`config.mk`:
```
export PLATFORM = sky130hd
export DESIGN_NAME = rsg_ringing_generator
export DESIGN_NICKNAME = d
export VERILOG_FILES = /design/src/rtl/rsg_pkg.sv /design/src/rtl/rsg_ringing_generator.sv
export SDC_FILE = /design/constraint.sdc
export NUM_CORES = 2
export LEC_CHECK = 0
export BUFFER_PORTS_ARGS = -buffer_cell sky130_fd_sc_hd__buf_2
export CAP_MARGIN = 20
export CORE_ASPECT_RATIO = 1.1
export CORE_MARGIN = 5
export CORE_UTILIZATION = 45
export DETAILED_ROUTE_END_ITERATION = 12
export GPL_TIMING_DRIVEN = 0
export PLACE_DENSITY = 0.65
export SKIP_CTS_REPAIR_TIMING = 1
export SLEW_MARGIN = 10
export SYNTH_ARGS = -nofsm -noshare
export SYNTH_HDL_FRONTEND = slang
export SYNTH_SLANG_ARGS = --single-unit
```
`constraint.sdc`:
```
create_clock -name ref_clk_i -period 15.3 [get_ports ref_clk_i]
set_input_delay 3.06 -clock ref_clk_i [delete_from_list [all_inputs] [get_ports ref_clk_i]]
set_output_delay 3.06 -clock ref_clk_i [all_outputs]
set_load 0.01 [all_outputs]
```
`src/rtl/rsg_pkg.sv`:
```
//----------------------------------------------------------------------
// Ringing signal generator package
//----------------------------------------------------------------------
// Purpose: Register map, field layout, timing counts and carriers.
// Assumes: 40 MHz ref_clk_i, 8-bit direct register port.
// Notes:   Indirect registers are 16 bits wide (IND_RING_CM keeps 4), reached through 28..31.
//----------------------------------------------------------------------
package rsg_pkg;

    // ------------------------------------------------------------------
    // Direct register offsets
    // ------------------------------------------------------------------
    localparam logic [7:0] ADDR_IND_DATA_LO   = 8'h1C;
    localparam logic [7:0] ADDR_IND_DATA_HI   = 8'h1D;
    localparam logic [7:0] ADDR_IND_WR_ADDR   = 8'h1E;
    localparam logic [7:0] ADDR_IND_RD_ADDR   = 8'h1F;
    localparam logic [7:0] ADDR_RING_CONFIG   = 8'h22;
    localparam logic [7:0] ADDR_ON_TIME_LO    = 8'h30;
    localparam logic [7:0] ADDR_ON_TIME_HI    = 8'h31;
    localparam logic [7:0] ADDR_OFF_TIME_LO   = 8'h32;
    localparam logic [7:0] ADDR_OFF_TIME_HI   = 8'h33;
    localparam logic [7:0] ADDR_LINE_STATE    = 8'h40;
    localparam logic [7:0] ADDR_HIGH_SUPPLY   = 8'h4A;

    // ------------------------------------------------------------------
    // Indirect register offsets
    // ------------------------------------------------------------------
    localparam logic [7:0] IND_RING_DC_OFFSET = 8'h13;
    localparam logic [7:0] IND_RING_FREQ      = 8'h14;
    localparam logic [7:0] IND_RING_AMPL      = 8'h15;
    localparam logic [7:0] IND_RING_PHASE     = 8'h16;
    localparam logic [7:0] IND_RING_CM        = 8'h28;

    // ------------------------------------------------------------------
    // Config bit positions, line states, reset values
    // ------------------------------------------------------------------
    localparam int         CFG_SHAPE_BIT      = 0;
    localparam int         CFG_OFFSET_EN_BIT  = 1;
    localparam int         CFG_OSC_EN_BIT     = 2;
    localparam int         CFG_OFF_TMR_BIT    = 3;
    localparam int         CFG_ON_TMR_BIT     = 4;
    localparam logic [2:0] LINE_RINGING       = 3'h4;
    localparam logic [2:0] LINE_ONHOOK_TX     = 3'h2;
    localparam logic [7:0] RST_BYTE           = 8'h00;
    localparam logic [15:0] RST_WORD          = 16'h0000;

    // ------------------------------------------------------------------
    // Timing: 8 kHz timer step, sine ring samples every 8th step (1 kHz)
    // ------------------------------------------------------------------
    localparam int         CLK_PERIOD_PS      = 25000;
    localparam int         STEP_PERIOD_NS     = 125000;
    localparam int         STEP_CYCLES        = (STEP_PERIOD_NS * 1000) / CLK_PERIOD_PS;
    localparam logic [2:0] STEPS_PER_SAMPLE_M1 = 3'h7;

    // Register port request
    typedef struct packed {
        logic       wr;
        logic       rd;
        logic [7:0] addr;
        logic [7:0] wdata;
    } rsg_req_t;

    // Waveform sample and line state towards the linefeed driver
    typedef struct packed {
        logic [15:0] sample;
        logic        sample_vld;
        logic [2:0]  line_state;
        logic [3:0]  cm_adjust;
        logic [5:0]  high_supply;
    } rsg_line_t;

    typedef enum logic [1:0] {CAD_IDLE, CAD_ON, CAD_OFF} rsg_cad_t;

endpackage

```
`src/rtl/rsg_ringing_generator.sv`:
```
//----------------------------------------------------------------------
// Ringing signal generator
//----------------------------------------------------------------------
// Purpose: Sine/trapezoid ringing waveform with hardware cadence.
// Assumes: Register port driven from logic on ref_clk_i.
// Notes:   Reads answer one cycle later with rd_valid_o.
//----------------------------------------------------------------------
`timescale 1ns/1ps

module rsg_ringing_generator #(
    parameter int STEP_CYCLES = rsg_pkg::STEP_CYCLES
) (
    input  wire logic              ref_clk_i,
    input  wire logic              arst_n_i,
    input  wire logic              ce_i,
    input  wire rsg_pkg::rsg_req_t req_i,
    output logic [7:0]             rd_data_o,
    output logic                   rd_valid_o,
    output rsg_pkg::rsg_line_t     line_o
);

    // ------------------------------------------------------------------
    // State record
    // ------------------------------------------------------------------
    typedef struct packed {
        logic [7:0]        cfg;
        logic [15:0]       on_time;
        logic [15:0]       off_time;
        logic [2:0]        line_field;
        logic [5:0]        high_supply;
        logic [15:0]       ind_data;
        logic [15:0]       dc_offset;
        logic [15:0]       freq_coeff;
        logic [15:0]       ampl_coeff;
        logic [15:0]       phase_period;
        logic [3:0]        cm_adjust;
        rsg_pkg::rsg_cad_t cad;
        logic [15:0]       step_cnt;
        logic [2:0]        sub_cnt;
        logic [15:0]       timer;
        logic [15:0]       y1;
        logic [15:0]       y2;
        logic              ramp_down;
        logic [15:0]       half_cnt;
        logic [15:0]       sample;
        logic              sample_vld;
        logic [2:0]        line_shadow;
        logic [7:0]        rd_data;
        logic              rd_valid;
    } rsg_state_t;

    rsg_state_t st_ff;
    rsg_state_t nxt_st;

    // ------------------------------------------------------------------
    // Helpers
    // ------------------------------------------------------------------
    // Saturating signed add keeps the line drive from wrapping sign
    function automatic logic [15:0] sat_add(input logic [15:0] a, input logic [15:0] b);
        logic [16:0] s;
        s = {a[15], a} + {b[15], b};
        if (s[16] != s[15])
        begin
            sat_add = s[16] ? 16'h8000 : 16'h7FFF;
        end
        else
        begin
            sat_add = s[15:0];
        end
    endfunction

    // Resonator step: 2*c*y1 - y2 with c in Q15
    function automatic logic [15:0] osc_step(input logic [15:0] c, input logic [15:0] y1,
                                             input logic [15:0] y2);
        logic signed [31:0] prod;
        logic signed [17:0] acc;
        prod = $signed(c) * $signed(y1);
        acc  = $signed(prod[31:14]) - $signed({{2{y2[15]}}, y2});
        osc_step = acc[15:0];
    endfunction

    logic        step_tick;
    logic        sample_tick;
    logic        osc_on;
    logic        trap_mode;
    logic [15:0] trap_next;
    logic [15:0] wave_raw;

    // ------------------------------------------------------------------
    // Next-state logic
    // ------------------------------------------------------------------
    always_comb
    begin
        nxt_st      = st_ff;
        step_tick   = (st_ff.step_cnt == 16'(STEP_CYCLES - 1));
        sample_tick = step_tick && (st_ff.sub_cnt == rsg_pkg::STEPS_PER_SAMPLE_M1);
        trap_mode   = st_ff.cfg[rsg_pkg::CFG_SHAPE_BIT];
        osc_on      = st_ff.cfg[rsg_pkg::CFG_OSC_EN_BIT];
        trap_next   = 16'h0000;
        wave_raw    = 16'h0000;
        nxt_st.sample_vld = 1'b0;
        nxt_st.rd_valid   = 1'b0;

        // Free-running 8 kHz step and 1 kHz sample dividers
        nxt_st.step_cnt = step_tick ? 16'h0000 : st_ff.step_cnt + 16'h0001;
        if (step_tick)
        begin
            nxt_st.sub_cnt = st_ff.sub_cnt + 3'h1;
        end

        // Register writes; indirect space only through the access window
        if (req_i.wr)
        begin
            case (req_i.addr)
                rsg_pkg::ADDR_IND_DATA_LO: nxt_st.ind_data[7:0]  = req_i.wdata;
                rsg_pkg::ADDR_IND_DATA_HI: nxt_st.ind_data[15:8] = req_i.wdata;
                rsg_pkg::ADDR_IND_WR_ADDR:
                begin
                    case (req_i.wdata)
                        rsg_pkg::IND_RING_DC_OFFSET: nxt_st.dc_offset    = st_ff.ind_data;
                        rsg_pkg::IND_RING_FREQ:      nxt_st.freq_coeff   = st_ff.ind_data;
                        rsg_pkg::IND_RING_AMPL:      nxt_st.ampl_coeff   = st_ff.ind_data;
                        rsg_pkg::IND_RING_PHASE:     nxt_st.phase_period = st_ff.ind_data;
                        rsg_pkg::IND_RING_CM:        nxt_st.cm_adjust    = st_ff.ind_data[3:0];
                        default:                     nxt_st.ind_data     = st_ff.ind_data;
                    endcase
                end
                rsg_pkg::ADDR_IND_RD_ADDR:
                begin
                    case (req_i.wdata)
                        rsg_pkg::IND_RING_DC_OFFSET: nxt_st.ind_data = st_ff.dc_offset;
                        rsg_pkg::IND_RING_FREQ:      nxt_st.ind_data = st_ff.freq_coeff;
                        rsg_pkg::IND_RING_AMPL:      nxt_st.ind_data = st_ff.ampl_coeff;
                        rsg_pkg::IND_RING_PHASE:     nxt_st.ind_data = st_ff.phase_period;
                        rsg_pkg::IND_RING_CM:        nxt_st.ind_data = {12'h000, st_ff.cm_adjust};
                        default:                     nxt_st.ind_data = rsg_pkg::RST_WORD;
                    endcase
                end
                rsg_pkg::ADDR_RING_CONFIG: nxt_st.cfg            = {3'h0, req_i.wdata[4:0]};
                rsg_pkg::ADDR_ON_TIME_LO:  nxt_st.on_time[7:0]   = req_i.wdata;
                rsg_pkg::ADDR_ON_TIME_HI:  nxt_st.on_time[15:8]  = req_i.wdata;
                rsg_pkg::ADDR_OFF_TIME_LO: nxt_st.off_time[7:0]  = req_i.wdata;
                rsg_pkg::ADDR_OFF_TIME_HI: nxt_st.off_time[15:8] = req_i.wdata;
                rsg_pkg::ADDR_LINE_STATE:  nxt_st.line_field     = req_i.wdata[2:0];
                rsg_pkg::ADDR_HIGH_SUPPLY: nxt_st.high_supply    = req_i.wdata[5:0];
                default:                   nxt_st.rd_valid       = 1'b0;
            endcase
        end

        // Register reads, answered next cycle; unmapped reads give zero
        if (req_i.rd)
        begin
            nxt_st.rd_valid = 1'b1;
            case (req_i.addr)
                rsg_pkg::ADDR_IND_DATA_LO: nxt_st.rd_data = st_ff.ind_data[7:0];
                rsg_pkg::ADDR_IND_DATA_HI: nxt_st.rd_data = st_ff.ind_data[15:8];
                rsg_pkg::ADDR_RING_CONFIG: nxt_st.rd_data = st_ff.cfg;
                rsg_pkg::ADDR_ON_TIME_LO:  nxt_st.rd_data = st_ff.on_time[7:0];
                rsg_pkg::ADDR_ON_TIME_HI:  nxt_st.rd_data = st_ff.on_time[15:8];
                rsg_pkg::ADDR_OFF_TIME_LO: nxt_st.rd_data = st_ff.off_time[7:0];
                rsg_pkg::ADDR_OFF_TIME_HI: nxt_st.rd_data = st_ff.off_time[15:8];
                rsg_pkg::ADDR_LINE_STATE:  nxt_st.rd_data = {5'h00, st_ff.line_field};
                rsg_pkg::ADDR_HIGH_SUPPLY: nxt_st.rd_data = {2'h0, st_ff.high_supply};
                default:                   nxt_st.rd_data = rsg_pkg::RST_BYTE;
            endcase
        end

        // --------------------------------------------------------------
        // Cadence: software write of a non-ringing code wins over the timer
        // --------------------------------------------------------------
        case (st_ff.cad)
            rsg_pkg::CAD_IDLE:
            begin
                if (st_ff.line_field == rsg_pkg::LINE_RINGING)
                begin
                    nxt_st.cad         = rsg_pkg::CAD_ON;
                    nxt_st.timer       = rsg_pkg::RST_WORD;
                    nxt_st.line_shadow = rsg_pkg::LINE_RINGING;
                    nxt_st.cfg[rsg_pkg::CFG_OSC_EN_BIT] = 1'b1;
                    nxt_st.y1          = st_ff.phase_period;
                    // Trapezoid ramps from zero; there the phase register is the half period
                    if (trap_mode)
                    begin
                        nxt_st.y1 = rsg_pkg::RST_WORD;
                    end
                    nxt_st.y2          = st_ff.ampl_coeff;
                    nxt_st.ramp_down   = 1'b0;
                    nxt_st.half_cnt    = rsg_pkg::RST_WORD;
                end
                else
                begin
                    nxt_st.line_shadow = st_ff.line_field;
                end
            end
            rsg_pkg::CAD_ON:
            begin
                if (st_ff.cfg[rsg_pkg::CFG_ON_TMR_BIT] && step_tick)
                begin
                    nxt_st.timer = st_ff.timer + 16'h0001;
                    if (st_ff.timer >= st_ff.on_time)
                    begin
                        nxt_st.timer       = rsg_pkg::RST_WORD;
                        nxt_st.cfg[rsg_pkg::CFG_OSC_EN_BIT] = 1'b0;
                        nxt_st.line_shadow = rsg_pkg::LINE_ONHOOK_TX;
                        nxt_st.cad         = rsg_pkg::CAD_OFF;
                    end
                end
            end
            rsg_pkg::CAD_OFF:
            begin
                // Without the off timer the ring stays a one-shot
                if (st_ff.cfg[rsg_pkg::CFG_OFF_TMR_BIT] && step_tick)
                begin
                    nxt_st.timer = st_ff.timer + 16'h0001;
                    if (st_ff.timer >= st_ff.off_time)
                    begin
                        nxt_st.timer       = rsg_pkg::RST_WORD;
                        nxt_st.cfg[rsg_pkg::CFG_OSC_EN_BIT] = 1'b1;
                        nxt_st.line_shadow = rsg_pkg::LINE_RINGING;
                        nxt_st.cad         = rsg_pkg::CAD_ON;
                        nxt_st.y1          = st_ff.phase_period;
                        // Each new ring of a trapezoid starts from zero again
                        if (trap_mode)
                        begin
                            nxt_st.y1 = rsg_pkg::RST_WORD;
                        end
                        nxt_st.y2          = st_ff.ampl_coeff;
                        nxt_st.ramp_down   = 1'b0;
                        nxt_st.half_cnt    = rsg_pkg::RST_WORD;
                    end
                end
            end
            default:
            begin
                nxt_st.cad = rsg_pkg::CAD_IDLE;
            end
        endcase

        // Leaving the ringing code ends the cadence at once
        if (st_ff.cad != rsg_pkg::CAD_IDLE && st_ff.line_field != rsg_pkg::LINE_RINGING)
        begin
            nxt_st.cad         = rsg_pkg::CAD_IDLE;
            nxt_st.line_shadow = st_ff.line_field;
            nxt_st.cfg[rsg_pkg::CFG_OSC_EN_BIT] = 1'b0;
        end

        // --------------------------------------------------------------
        // Waveform engines
        // --------------------------------------------------------------
        trap_next = st_ff.ramp_down ? sat_add(st_ff.y1, -st_ff.freq_coeff)
                                    : sat_add(st_ff.y1, st_ff.freq_coeff);
        if (osc_on && !trap_mode && sample_tick)
        begin
            nxt_st.y1 = osc_step(st_ff.freq_coeff, st_ff.y1, st_ff.y2);
            nxt_st.y2 = st_ff.y1;
            wave_raw  = nxt_st.y1;
            nxt_st.sample_vld = 1'b1;
        end
        else if (osc_on && trap_mode && step_tick)
        begin
            // Ramp clamps at the programmed crest, phase register is half period
            if (!st_ff.ramp_down && $signed(trap_next) > $signed(st_ff.ampl_coeff))
            begin
                trap_next = st_ff.ampl_coeff;
            end
            else if (st_ff.ramp_down && $signed(trap_next) < -$signed(st_ff.ampl_coeff))
            begin
                trap_next = -st_ff.ampl_coeff;
            end
            nxt_st.y1       = trap_next;
            nxt_st.half_cnt = st_ff.half_cnt + 16'h0001;
            if (st_ff.half_cnt + 16'h0001 >= st_ff.phase_period)
            begin
                nxt_st.half_cnt  = rsg_pkg::RST_WORD;
                nxt_st.ramp_down = !st_ff.ramp_down;
            end
            wave_raw = trap_next;
            nxt_st.sample_vld = 1'b1;
        end

        // Offset only when enabled; a stopped oscillator drives zero
        if (nxt_st.sample_vld)
        begin
            nxt_st.sample = st_ff.cfg[rsg_pkg::CFG_OFFSET_EN_BIT]
                          ? sat_add(wave_raw, st_ff.dc_offset) : wave_raw;
        end
        else if (!osc_on)
        begin
            nxt_st.sample = rsg_pkg::RST_WORD;
        end
    end

    // ------------------------------------------------------------------
    // State register, frozen while ce_i is low
    // ------------------------------------------------------------------
    always_ff @(posedge ref_clk_i or negedge arst_n_i)
    begin
        if (!arst_n_i)
        begin
            st_ff <= '0;
        end
        else if (ce_i)
        begin
            st_ff <= nxt_st;
        end
    end

    // ------------------------------------------------------------------
    // Outputs
    // ------------------------------------------------------------------
    assign rd_data_o          = st_ff.rd_data;
    assign rd_valid_o         = st_ff.rd_valid;
    assign line_o.sample      = st_ff.sample;
    assign line_o.sample_vld  = st_ff.sample_vld;
    assign line_o.line_state  = st_ff.line_shadow;
    assign line_o.cm_adjust   = st_ff.cm_adjust;
    assign line_o.high_supply = st_ff.high_supply;

endmodule // rsg_ringing_generator

```
==> flow_summary.json <==
{
  "synth-edff-count": 0,
  "synth_area_um2": 27300,
  "die_area_um2": 65700,
  "synthFlopType": "dfrtp_1",
  "synth.avg_cell_area_um2": 8.89,
  "dpl.hpwl_um": 69800,
  "htreeDepth": 1,
  "vias_per_cell": 5.92,
  "fp.dieW_um": 245,
  "wl_um": 87300,
  "grt_most_used_layer": "met2",
  "syn_to_final_growth_pct": 8.17,
  "seqCellArea_um2": 6130,
  "max_freq_mhz": 81.9,
  "synth_top_area_frac": 0.225,
  "worstPathArrival_ps": 12690,
  "status": "finished clean",
  "cp_max_fo": 10,
  "maxCapViolations": 0,
  "die_y_um": 268,
  "drive_gt1_frac": 0.0863,
  "yosys_register_bits": 245,
  "worst_setup_path_start_kind": "flop",
  "grt.met1_usage": 0.354,
  "multiInputGateArea_um2": 18800,
  "first_global_vias": 23200,
  "min_to": "st_ff[94]$_DFFE_PN0P_",
  "grt_pass1_wl_um": 136000,
  "ys_types": 98,
  "globalplace.congestion": 1.03,
  "vias": 23300,
  "yosysWarnings": 0,
  "drcViolationCount": 0,
  "slowest_stage": "clkbuf_1",
  "vdd_drop_max_mv": 0.0835,
  "start_util": 0.455,
  "clk_pin_slew_ps": 60,
  "netlist_instances": 3070,
  "p_per_area_nw_per_um2": 127,
  "yosysMostFrequentCell": "inv_1",
  "tightest_slew_ps": 1100,
  "drt_pass1_iterations": 10,
  "use_met2": 0.430,
  "yosysTopAreaCell": "dfrtp_1",
  "grt.total_usage": 0.264,
  "ys_seq_area_frac": 0.225,
  "synthTopCellsByArea": "dfrtp_1, fa_1, ha_1, inv_1, nand2_1",
  "num_rows": 94,
  "port-buffer-count": 56,
  "setup_viol": 0,
  "cts_tree": "built",
  "cts_root_buf": "clkbuf_16",
  "p_leak_uw": 0.0142,
  "diodes": 0,
  "ios": 60,
  "required_ps": 15780,
  "grt_max_degree": 101,
  "min_from": "st_ff[94]$_DFFE_PN0P_",
  "hold_depth": 1,
  "r2r_slack_ps": 3090,
  "drtAntennaViolNets": 0,
  "fin_ws_ps": 3090,
  "period_needed_ps": 12210,
  "r2r_end": "line_o[25]$_DFFE_PN0P_",
  "r2r_cells": 39,
  "syn_nets": 3570,
  "cts_sinks": 245,
  "cts_buffer_depth": 3,
  "grt-ovfl-total": 0,
  "fin_crit_sh": 0.798,
  "antenna_found_initial": 1,
  "slew_violations": 0,
  "use_met3": 0.0348,
  "post_drt_wl_per_cell_um": 22.1,
  "async_flop_share": 1.00,
  "fin_skew_ps": 17.5,
  "final_nets": 3659,
  "path_class": "flop to flop",
  "core_region_area_um2": 60000,
  "slew_headroom": 0.263,
  "synth_common_cells": "inv_1, nand2_1, fa_1",
  "r2r_start": "st_ff[70]$_DFFE_PN0P_",
  "finalSetupTns_ps": 0,
  "drt_iter0_markers": 2194,
  "critPathMaxStageDelay_ps": 750,
  "post-place-ws_ps": 3210,
  "cts_buffers": 25,
  "final.fill_count": 5822,
  "rsz0062_at_grt": "false",
  "hold_viol_final": 0,
  "end_kind": "flop",
  "clock_latency_ps": 570,
  "hold_class": "flop to flop"
}
cells by family (layout without fill, tap and decap cells):
| logic type | after synthesis | after routing | share of synthesized area |
|---|---|---|---|
| AOI/OAI and AO/OA | 625 | 625 | 0.153 |
| muxes | 105 | 105 | 0.0443 |
| DFF | 245 | 245 | 0.225 |
| and+or+nand+nor | 889 | 889 | 0.160 |
| adders and majority gates | 479 | 479 | 0.289 |
| buffers and inverters | 601 | 706 | 0.0885 |
| xor gates and xnor gates | 126 | 126 | 0.0409 |
report_power, final:
group | total [µW] | leakage [µW] | switching, µW | internal (µW)
clock network | 681 | 0.000429 | 283 | 398
logic | 2220 | 0.0107 | 1390 | 833
registers | 838 | 0.00309 | 125 | 713
total | 3740 | 0.0142 | 1800 | 1940
critical path, delay by kind of cell (launching register included):
family          cells  cell delay [ps]
buf+inv             9             1910
xor+xnor            1              300
compound gates     11             2930
flops               1              410
simple gates        8             2050
fa+ha+maj           9             4240
mux                 1              270
how the worst max path moves through the flow:
stage | from | to | slack [ps] | cells past startpoint
floorplan | st_ff[157]$_DFFE_PN0P_ | line_o[20]$_DFFE_PN0P_ | 5630 | 39
global placement | st_ff[156]$_DFFE_PN0P_ | line_o[25]$_DFFE_PN0P_ | 3150 | 39
detailed placement | st_ff[156]$_DFFE_PN0P_ | line_o[25]$_DFFE_PN0P_ | 3210 | 39
CTS | st_ff[156]$_DFFE_PN0P_ | line_o[25]$_DFFE_PN0P_ | 3140 | 39
global route | st_ff[156]$_DFFE_PN0P_ | line_o[14]$_DFFE_PN0P_ | 2560 | 39
finish | st_ff[70]$_DFFE_PN0P_ | line_o[25]$_DFFE_PN0P_ | 3090 | 39
metrics by stage:
| stage | area, µm² | power [µW] | utilization | std cells | hold slack [ps] |
|---|---|---|---|---|---|
| 2_1_floorplan | 27300 | 2350 | - | 3070 | 446 |
| 3_3_place_gp | 28500 | 3000 | 0.476 | 3894 | 464 |
| 3_5_place_dp | 28600 | 3010 | 0.477 | 3898 | 467 |
| 4_1_cts | 29500 | 3710 | 0.492 | 3941 | 482 |
| 5_1_grt | 29500 | 4030 | 0.492 | 3943 | 503 |
| 6_report | 29500 | 3740 | 0.492 | 3943 | 475 |
metal layers:
| layer | wire [µm] | part of all wire |
|---|---|---|
| met4 | 5080 | 0.058 |
| met3 | 6280 | 0.072 |
| met1 | 36400 | 0.42 |
| met5 | 0 | 0 |
| met2 | 39600 | 0.45 |
layout by cell type, fill, tap and decap left out, types with 11 or more instances in the layout:
| master | count |
|---|---|
| a221oi_1 | 11 |
| or3_1 | 11 |
| a31oi_1 | 30 |
| a211oi_1 | 32 |
| a222oi_1 | 22 |
| ha_1 | 228 |
| inv_1 | 427 |
| xor2_1 | 42 |
| clkbuf_16 | 25 |
| mux2_2 | 87 |
| nand3_1 | 61 |
| xnor2_1 | 83 |
| and3_1 | 22 |
| nand4_1 | 30 |
| nand2_1 | 325 |
| buf_4 | 39 |
| nor2_1 | 138 |
| dfrtp_1 | 245 |
| nor2b_1 | 24 |
| o211ai_1 | 11 |
| and2_1 | 123 |
| a21oi_1 | 133 |
| a21o_1 | 44 |
| nor3_1 | 52 |
| nor3b_1 | 12 |
| o21ai_0 | 156 |
| buf_2 | 63 |
| a22o_1 | 11 |
| o21a_1 | 20 |
| fa_1 | 251 |
| o31a_1 | 12 |
| mux2i_1 | 14 |
| clkbuf_1 | 123 |
| nand2b_1 | 28 |
| nor4_1 | 13 |
| o22ai_1 | 26 |
registers in the layout, indices dropped and copies added (netlist names):
signal,count
line_o,30
st_ff,205
rd_valid_o,1
osc_on,1
rd_data_o,8
cell type report:
type,count,area share
Tap cell,768,0.0325
Multi-Input combinational cell,2224,0.635
Timing Repair Buffer,62,0.0129
Clock inverter,9,0.00572
Sequential cell,245,0.208
Clock buffer,34,0.0244
Inverter,429,0.0545
Buffer,172,0.0273
No activity file was read; power rests on OpenSTA's default activity.
